**src/pkg/bhcd_consts.vh**
```
// constants for the hall commutation decoder
`ifndef BHCD_CONSTS_VH
`define BHCD_CONSTS_VH
`define BHCD_REF_WIDTH 8
`define BHCD_CARRIER_TIME_NS 50000
`define BHCD_CLOCK_PERIOD_NS 25
`define BHCD_CARRIER_CYCLES (`BHCD_CARRIER_TIME_NS / `BHCD_CLOCK_PERIOD_NS)
`define BHCD_SPEED_OFF_DEFAULT 8'h20
`define BHCD_LIMIT_DELAY_NS 1000
`define BHCD_LIMIT_DELAY_CYCLES (`BHCD_LIMIT_DELAY_NS / `BHCD_CLOCK_PERIOD_NS)
`define BHCD_LIMIT_CNT_WIDTH 8
`define BHCD_STATE_IDLE 2'h0
`define BHCD_STATE_RUN 2'h1
`define BHCD_STATE_LIMIT 2'h2
`endif

```
**src/bhcd_carrier.v**
```verilog
// triangular carrier counter with rate set by two external parts
`timescale 1ns/100ps
module bhcd_carrier #(
   parameter WIDTH = 8
) (
   clock,
   rst,
   stepSize,
   carrier
);
   input wire clock;
   input wire rst;
   input wire [WIDTH-1:0] stepSize;
   output reg [WIDTH-1:0] carrier;

   reg goingUp_reg;
   wire [WIDTH:0] upSum;
   wire [WIDTH:0] downDiff;
   localparam [WIDTH:0] TOP = {1'b0, {WIDTH{1'b1}}};

   assign upSum = {1'b0, carrier} + {1'b0, stepSize};
   assign downDiff = {1'b0, carrier} - {1'b0, stepSize};

   // step of zero freezes the ramp; the decoder adds one so it never sends zero
   always @(posedge clock) begin
      if (rst) begin
         carrier <= {WIDTH{1'b0}};
         goingUp_reg <= 1'b1;
      end else if (goingUp_reg) begin
         if (upSum >= TOP) begin
            carrier <= TOP[WIDTH-1:0];
            goingUp_reg <= 1'b0;
         end else begin
            carrier <= upSum[WIDTH-1:0];
         end
      end else begin
         if (downDiff[WIDTH] || downDiff == {(WIDTH+1){1'b0}}) begin
            carrier <= {WIDTH{1'b0}};
            goingUp_reg <= 1'b1;
         end else begin
            carrier <= downDiff[WIDTH-1:0];
         end
      end
   end
endmodule // bhcd_carrier

```
**src/bhcd_high_latch.v**
```verilog
// one phase high-side latch: set by level-shift pulse, cleared on off or undervoltage
`timescale 1ns/100ps
module bhcd_high_latch (
   clock,
   rst,
   command,
   turnOnPulse,
   bootLow,
   bootRecovered,
   limitOff,
   gateOn
);
   input wire clock;
   input wire rst;
   input wire command;
   input wire turnOnPulse;
   input wire bootLow;
   input wire bootRecovered;
   input wire limitOff;
   output reg gateOn;

   reg lockout_reg;

   always @(posedge clock) begin
      if (rst) begin
         gateOn <= 1'b0;
         lockout_reg <= 1'b0;
      end else begin
         if (bootLow)
            lockout_reg <= 1'b1;
         else if (bootRecovered && turnOnPulse)
            lockout_reg <= 1'b0;
         if (!command || bootLow || limitOff)
            gateOn <= 1'b0;
         else if (turnOnPulse && (!lockout_reg || bootRecovered))
            gateOn <= 1'b1;
      end
   end
endmodule // bhcd_high_latch

```
**src/bhcd_hall_decoder.v**
```verilog
// hall commutation decoder with pwm chopping of the high side
`timescale 1ns/100ps
`include "bhcd_consts.vh"

// What this block does
// - hall input is high when its positive input exceeds its negative input
// - states 101,100,110 drive U low/V high, U low/W high, V low/W high
// - hall 000 or 111 turns every switch off
// - select high: revolution output high when exactly two halls high
// - select low: revolution output follows hall A
// - open select reads as high; only this pin picks pulse count
// - pwm chops only the commanded high side, low side stays on
// - duty from speed reference against carrier; higher reference longer on
// - triangular carrier rate set by external capacitor and resistor
// - high-side turn-on pulse only on hall edge or pwm edge
// - high side stays off until a new turn-on pulse
// - bootstrap undervoltage forces that phase high side off
// - recover only after supply 0.5 V above detect and fresh pulse
// - speed reference below off threshold holds all switches off
// - current over limit turns high side off after delay, next pwm on releases
module bhcd_hall_decoder #(
   parameter REF_WIDTH = `BHCD_REF_WIDTH,
   parameter [REF_WIDTH-1:0] SPEED_OFF = `BHCD_SPEED_OFF_DEFAULT,
   parameter LIMIT_DELAY = `BHCD_LIMIT_DELAY_CYCLES
) (
   clock,
   rst,
   hall_a_pos,
   hall_a_neg,
   hall_b_pos,
   hall_b_neg,
   hall_c_pos,
   hall_c_neg,
   pulse_count_select,
   pulse_count_select_open,
   speed_reference_in,
   carrier_cap_pin,
   carrier_res_pin,
   current_sense_in,
   current_limit_level,
   boot_cap_a,
   boot_cap_b,
   boot_cap_c,
   boot_detect_level,
   boot_recover_level,
   highSideA,
   highSideB,
   highSideC,
   lowSideA,
   lowSideB,
   lowSideC,
   revolution_pulse_out
);
   input wire clock;
   input wire rst;
   input wire [REF_WIDTH-1:0] hall_a_pos;
   input wire [REF_WIDTH-1:0] hall_a_neg;
   input wire [REF_WIDTH-1:0] hall_b_pos;
   input wire [REF_WIDTH-1:0] hall_b_neg;
   input wire [REF_WIDTH-1:0] hall_c_pos;
   input wire [REF_WIDTH-1:0] hall_c_neg;
   input wire pulse_count_select;
   input wire pulse_count_select_open;
   input wire [REF_WIDTH-1:0] speed_reference_in;
   input wire [REF_WIDTH-1:0] carrier_cap_pin;
   input wire [REF_WIDTH-1:0] carrier_res_pin;
   input wire [REF_WIDTH-1:0] current_sense_in;
   input wire [REF_WIDTH-1:0] current_limit_level;
   input wire [REF_WIDTH-1:0] boot_cap_a;
   input wire [REF_WIDTH-1:0] boot_cap_b;
   input wire [REF_WIDTH-1:0] boot_cap_c;
   input wire [REF_WIDTH-1:0] boot_detect_level;
   input wire [REF_WIDTH-1:0] boot_recover_level;
   output wire highSideA;
   output wire highSideB;
   output wire highSideC;
   output reg lowSideA;
   output reg lowSideB;
   output reg lowSideC;
   output reg revolution_pulse_out;

   wire [2:0] hallNow;
   reg [2:0] hall_reg;
   reg [2:0] highCmd;
   reg [2:0] lowCmd;
   reg pwm_reg;
   reg [1:0] state_reg;
   reg [1:0] state_next;
   reg [`BHCD_LIMIT_CNT_WIDTH-1:0] limitCnt_reg;
   reg limitOff_reg;
   reg [`BHCD_LIMIT_CNT_WIDTH-1:0] limitCnt_next;
   reg limitOff_next;
   reg [2:0] lowSide_next;
   reg revolution_next;
   wire [REF_WIDTH-1:0] carrier;
   wire [REF_WIDTH-1:0] stepSize;
   wire pwmNow;
   wire speedOff;
   wire hallEdge;
   wire pwmRise;
   wire pwmEdge;
   wire turnOnPulse;
   wire selectHigh;
   wire [2:0] bootLow;
   wire [2:0] bootOk;
   wire [2:0] gateOn;
   wire overLimit;
   wire limitCut;

   // equal inputs read low: the comparator wants a strict excess
   assign hallNow[2] = hall_a_pos > hall_a_neg;
   assign hallNow[1] = hall_b_pos > hall_b_neg;
   assign hallNow[0] = hall_c_pos > hall_c_neg;

   // rate grows with smaller cap and resistor, as the analog ramp does
   assign stepSize = (~carrier_cap_pin >> 4) + (~carrier_res_pin >> 4) + 8'h01;

   // carrier period follows the step: longer with larger cap or resistor values
   bhcd_carrier #(
      .WIDTH(REF_WIDTH)
   ) carrierGen (
      .clock(clock),
      .rst(rst),
      .stepSize(stepSize),
      .carrier(carrier)
   );

   assign pwmNow = speed_reference_in > carrier;
   assign speedOff = speed_reference_in < SPEED_OFF;
   assign selectHigh = pulse_count_select | pulse_count_select_open;
   // every phase sees the same pulse; only the commanded latch turns on, and any recovered latch clears its lockout on it
   assign hallEdge = hall_reg != hallNow;
   assign pwmRise = pwmNow & ~pwm_reg;
   assign pwmEdge = pwmNow != pwm_reg;
   assign turnOnPulse = hallEdge | pwmEdge;
   assign overLimit = current_sense_in > current_limit_level;
   // the pwm on edge both lifts the cut and is the turn-on pulse, so it must win here
   assign limitCut = limitOff_reg & ~pwmRise;

   // decoded commutation table
   always @* begin
      highCmd = 3'h0;
      lowCmd = 3'h0;
      case (hallNow)
         3'h5: begin
            lowCmd = 3'h4;
            highCmd = 3'h2;
         end
         3'h4: begin
            lowCmd = 3'h4;
            highCmd = 3'h1;
         end
         3'h6: begin
            lowCmd = 3'h2;
            highCmd = 3'h1;
         end
         3'h2: begin
            highCmd = 3'h4;
            lowCmd = 3'h2;
         end
         3'h3: begin
            highCmd = 3'h4;
            lowCmd = 3'h1;
         end
         3'h1: begin
            highCmd = 3'h2;
            lowCmd = 3'h1;
         end
         default: begin
            // 000 and 111 are not valid rotor positions
            highCmd = 3'h0;
            lowCmd = 3'h0;
         end
      endcase
   end

   // current limit: idle, waiting the delay in run, then latched off
   always @* begin
      state_next = state_reg;
      case (state_reg)
         `BHCD_STATE_IDLE: begin
            if (overLimit)
               state_next = `BHCD_STATE_RUN;
         end
         `BHCD_STATE_RUN: begin
            if (!overLimit)
               state_next = `BHCD_STATE_IDLE;
            else if (limitCnt_reg >= LIMIT_DELAY - 1)
               state_next = `BHCD_STATE_LIMIT;
         end
         `BHCD_STATE_LIMIT: begin
            if (pwmRise)
               state_next = `BHCD_STATE_IDLE;
         end
         default: begin
            state_next = `BHCD_STATE_IDLE;
         end
      endcase
   end

   // counter clears outside the delay so each excursion is timed afresh
   always @* begin
      if (state_reg == `BHCD_STATE_RUN)
         limitCnt_next = limitCnt_reg + 8'h01;
      else
         limitCnt_next = {`BHCD_LIMIT_CNT_WIDTH{1'b0}};
      if (state_next == `BHCD_STATE_LIMIT)
         limitOff_next = 1'b1;
      else
         limitOff_next = 1'b0;
   end

   always @(posedge clock) begin
      if (rst) begin
         state_reg <= `BHCD_STATE_IDLE;
         limitCnt_reg <= {`BHCD_LIMIT_CNT_WIDTH{1'b0}};
         limitOff_reg <= 1'b0;
      end else begin
         state_reg <= state_next;
         limitCnt_reg <= limitCnt_next;
         limitOff_reg <= limitOff_next;
      end
   end

   // one detect and one recover level shared by all three supplies
   assign bootLow[2] = boot_cap_a < boot_detect_level;
   assign bootLow[1] = boot_cap_b < boot_detect_level;
   assign bootLow[0] = boot_cap_c < boot_detect_level;
   assign bootOk[2] = boot_cap_a >= boot_recover_level;
   assign bootOk[1] = boot_cap_b >= boot_recover_level;
   assign bootOk[0] = boot_cap_c >= boot_recover_level;

   // gate latches are the output flops; chop by gating command with pwm
   // one latch per phase so an undervoltage on one bootstrap leaves the others running
   bhcd_high_latch highLatchA (
      .clock(clock),
      .rst(rst),
      .command(highCmd[2] & pwmNow & ~speedOff),
      .turnOnPulse(turnOnPulse),
      .bootLow(bootLow[2]),
      .bootRecovered(bootOk[2]),
      .limitOff(limitCut),
      .gateOn(gateOn[2])
   );

   bhcd_high_latch highLatchB (
      .clock(clock),
      .rst(rst),
      .command(highCmd[1] & pwmNow & ~speedOff),
      .turnOnPulse(turnOnPulse),
      .bootLow(bootLow[1]),
      .bootRecovered(bootOk[1]),
      .limitOff(limitCut),
      .gateOn(gateOn[1])
   );

   bhcd_high_latch highLatchC (
      .clock(clock),
      .rst(rst),
      .command(highCmd[0] & pwmNow & ~speedOff),
      .turnOnPulse(turnOnPulse),
      .bootLow(bootLow[0]),
      .bootRecovered(bootOk[0]),
      .limitOff(limitCut),
      .gateOn(gateOn[0])
   );

   assign highSideA = gateOn[2];
   assign highSideB = gateOn[1];
   assign highSideC = gateOn[0];

   // low side is never chopped; table keeps it apart from the high side
   always @* begin
      lowSide_next = lowCmd & ~highCmd & {3{~speedOff}};
      if (selectHigh)
         revolution_next = (hallNow == 3'h6) | (hallNow == 3'h5) | (hallNow == 3'h3);
      else
         revolution_next = hallNow[2];
   end

   always @(posedge clock) begin
      if (rst) begin
         hall_reg <= 3'h0;
         pwm_reg <= 1'b0;
         lowSideA <= 1'b0;
         lowSideB <= 1'b0;
         lowSideC <= 1'b0;
         revolution_pulse_out <= 1'b0;
      end else begin
         hall_reg <= hallNow;
         pwm_reg <= pwmNow;
         lowSideA <= lowSide_next[2];
         lowSideB <= lowSide_next[1];
         lowSideC <= lowSide_next[0];
         revolution_pulse_out <= revolution_next;
      end
   end
endmodule // bhcd_hall_decoder

```
**config.mk**
```make
export PLATFORM = sky130hd
export DESIGN_NAME = bhcd_hall_decoder
export DESIGN_NICKNAME = d
export VERILOG_FILES = /design/src/bhcd_carrier.v /design/src/bhcd_high_latch.v /design/src/bhcd_hall_decoder.v
export VERILOG_INCLUDE_DIRS = /design/src /design/src/pkg
export SDC_FILE = /design/constraint.sdc
export NUM_CORES = 1
export LEC_CHECK = 0
export ABC_AREA = 0
export BUFFER_PORTS_ARGS = -buffer_cell sky130_fd_sc_hd__buf_2
export CORE_ASPECT_RATIO = 2
export CORE_MARGIN = 4
export CORE_UTILIZATION = 40
export CTS_BUF_LIST = sky130_fd_sc_hd__clkbuf_8
export CTS_CLUSTER_DIAMETER = 40
export CTS_CLUSTER_SIZE = 40
export DETAILED_ROUTE_END_ITERATION = 12
export HOLD_SLACK_MARGIN = 0.03
export PLACE_DENSITY_LB_ADDON = 0.08
export RECOVER_POWER = 50
export SLEW_MARGIN = 20
export SYNTH_ARGS = -nofsm -noshare
export SYNTH_HDL_FRONTEND = slang
export SYNTH_SLANG_ARGS = --single-unit
```
**constraint.sdc**
```tcl
create_clock -name clock -period 5.7 [get_ports clock]
set_input_delay 0.285 -clock clock [delete_from_list [all_inputs] [get_ports clock]]
set_output_delay 0.285 -clock clock [all_outputs]
set_load 0.01 [all_outputs]
```
==> flow_metrics.env <==
export IMPL_clockPowerShare=0.229
export IMPL_rsz0062_at_grt="no"
export IMPL_final_common_cell="buf_2"
export IMPL_antenna_found_initial=0
export IMPL_setup_viol=0
export IMPL_area_growth_pct=22.6
export IMPL_cp_max_fo=7
export IMPL_grt_max_degree=14
export IMPL_die_h_um=151
export IMPL_leakage_nw=2.64
export IMPL_crit_start="carrier_cap_pin[4]"
export IMPL_crit_buf_inv=1
export IMPL_p_int_mw=0.706
export IMPL_tritoncts="yes"
export IMPL_nNetsFinal=870
export IMPL_use_met3=0.0210
export IMPL_wirelength_um=10600
export IMPL_ys_seq_area_frac=0.167
export IMPL_critPathSlowestCell="fa_1"
export IMPL_coreArea_um2=9830
export IMPL_finalCriticalPeriod_ns=3.03
export IMPL_total_power_mw=1.15
export IMPL_layout_drive_gt1_share=0.222
export IMPL_hold_violations=0
export IMPL_drtIter0Drc=47
export IMPL_globalRouteMet1Util=0.163
export IMPL_status="completed"
export IMPL_diodes=0
export IMPL_yosys_top_cells_area="ha_1, dfxtp_1, inv_1"
export IMPL_die_area_um2=12000
export IMPL_place_gp_congestion=0.892
export IMPL_cts_made_buffers=5
export IMPL_endpoint="carrierGen.goingUp_reg"
export IMPL_holdCritPathClass="input port to flip-flop"
export IMPL_syn_inst=498
export IMPL_sw_frac_of_total=0.385
export IMPL_slew_headroom=0.332
export IMPL_rr_endpoint="highLatchA.gateOn"
export IMPL_dr_pass1_iters=4
export IMPL_maxCapViolCount=0
export IMPL_crit_chain="buf_2 -> ha_1 -> fa_1 -> nor2b_1 -> o21ai_0 -> nand2b_1 -> ha_1 -> or3_1 -> o221ai_2 -> nor2_2 -> xnor2_2 -> a2111oi_0 -> or3_1 -> nand2b_1"
export IMPL_p_sw_mw=0.441
export IMPL_combPwrFrac=0.511
export IMPL_cp_num_cells=14
export IMPL_grt_usage=0.177
export IMPL_r2r_worst_path_cells=12
export IMPL_dpl_hpwl_um=9680
export IMPL_portBuffers=130
export IMPL_avgSynthCellArea_um2=8.18
export IMPL_critical_path_arrival_ns=3.26
export IMPL_critical_path_class="input port to flip-flop"
export IMPL_fmax_mhz=330
export IMPL_cts_resized=0
export IMPL_path_delay_family="simple AND/OR/NAND/NOR gates"
export IMPL_finalCritPeriodShare=0.532
export IMPL_htreeDepth=2
export IMPL_worst_pin_slew_ns=0.996
export IMPL_antenna_left=0
export IMPL_clk_latency_ns=0.28
export IMPL_drv_slew=0
export IMPL_top_usage_layer="met2"
export IMPL_die_w_um=79.3
export IMPL_postSynth_asyncResetShare=0
export IMPL_fin_worst_skew_ns=0.00752
export IMPL_cts_sinks=34
export IMPL_yosysWarnings=0
export IMPL_hold_buffers=0
export IMPL_regToRegSetupSlack_ns=2.84
export IMPL_clock_root_buffer="clkbuf_8"
export IMPL_initial_core_util=0.414
export IMPL_syn_area_um2=4070
export IMPL_postSynthNetCount=737
export IMPL_synth_cell_types=54
export IMPL_start_kind="input port"
export IMPL_p_seq_frac=0.260
export IMPL_cts_max_path_buffers=2
export IMPL_met2_usage=0.367
export IMPL_r2r_start="carrierGen.carrier[1]"
export IMPL_gr_total_overflow=0
export IMPL_synth_top_area_frac=0.320
export IMPL_num_rows=51
export IMPL_ys_seq_elements=34
export IMPL_grt_pass1_vias=4042
export IMPL_ir_drop_uv=216
export IMPL_grt_pass1_wl_um=17000
export IMPL_viasPerCell=5.16
export IMPL_end_kind="flip-flop"
export IMPL_final_core_util=0.508
export IMPL_synth_edf_count=0
export IMPL_io_pin_count=139
export IMPL_crit_required_ns=5.92
export IMPL_slowest_delay_ns=0.41
export IMPL_power_density_nw_per_um2=230
export IMPL_whs_ns=0.339
export IMPL_wl_per_cell_um=13.9
export IMPL_fin_setup_tns_ns=0
export IMPL_via_count=3946
export IMPL_post_cts_setup_buffer_count=0
export IMPL_layout_common_cells="buf_2, ha_1, inv_1"
export IMPL_synthFlopType="dfxtp_1"
export IMPL_post_route_drc_count=0
export IMPL_synth_top_cell_by_area="ha_1"
export IMPL_clk_pin_slew_ns=0.07
[area by class of cell]
cell class | count | area [µm²]
fillers | 1035 | 4830
multi-input cells | 377 | 3060
flip-flops and latches | 34 | 681
repair buffers | 130 | 642
inverters | 83 | 312
well taps | 132 | 165
clock buffers | 5 | 68.8
clock inverters | 3 | 68.8
[worst min-delay path by stage]
stage,endpoint,cells past startpoint,startpoint
after floorplan,limitCnt_reg[0],1,limitCnt_reg[0]
after global placement,limitCnt_reg[0],1,limitCnt_reg[0]
after detailed placement,highLatchC.gateOn,1,highLatchC.gateOn
after CTS,highLatchC.lockout_reg,2,rst
after global routing,highLatchC.lockout_reg,2,rst
final,hall_reg[0],2,rst
[power groups by stage]
stage | combinational [mW] | clock (mW) | sequential, mW
floorplan | 0.434 | 0 | 0.292
global placement | 0.577 | 0 | 0.303
detailed placement | 0.589 | 0 | 0.304
CTS | 0.594 | 0.270 | 0.299
global route | 0.665 | 0.279 | 0.302
finish | 0.586 | 0.263 | 0.298
[synth_stat cells, types with 11 or more instances]
| cell type | count |
|---|---|
| a21o_1 | 12 |
| a21oi_1 | 35 |
| dfxtp_1 | 34 |
| ha_1 | 104 |
| inv_1 | 83 |
| nand2_1 | 14 |
| nand2b_1 | 11 |
| nor2_1 | 36 |
| nor2b_1 | 11 |
| o21ai_0 | 21 |
[metrics by stage]
stage / std cells / setup WS [ns] / instance area (µm²)
finish: 764 / 2.67 / 4990
detailed placement: 756 / 2.38 / 4860
global route: 764 / 2.44 / 4990
CTS: 764 / 2.67 / 5000
global placement: 756 / 2.42 / 4860
floorplan: 498 / 2.76 / 4070
[worst register-to-register path, stage by stage (launching register included)]
cell and delay, ns:
dfxtp_1 0.42, inv_1 0.12, ha_1 0.30, nor2b_1 0.13, o211ai_1 0.15, a21oi_1 0.09
o21bai_1 0.24, inv_1 0.08, ha_1 0.31, nand2_1 0.09, a2111oi_4 0.50, a21oi_1 0.13
o21a_1 0.20
[cell families after synthesis]
logic type	synth area share
compound gates	0.212
simple gates	0.161
fa+ha+maj	0.334
buf+inv	0.0824
flops	0.167
xor+xnor	0.0406
mux	0.00246
[metal layers]
metal / share of wire / vias up / wire (µm)
met5: 0 / - / 0
met4: 0.042 / 0 / 444
met3: 0.046 / 30 / 487
met2: 0.58 / 112 / 6130
met1: 0.34 / 1768 / 3570
li1: - / 2036 / -
Note: power is estimated with default switching activity, not from simulation.
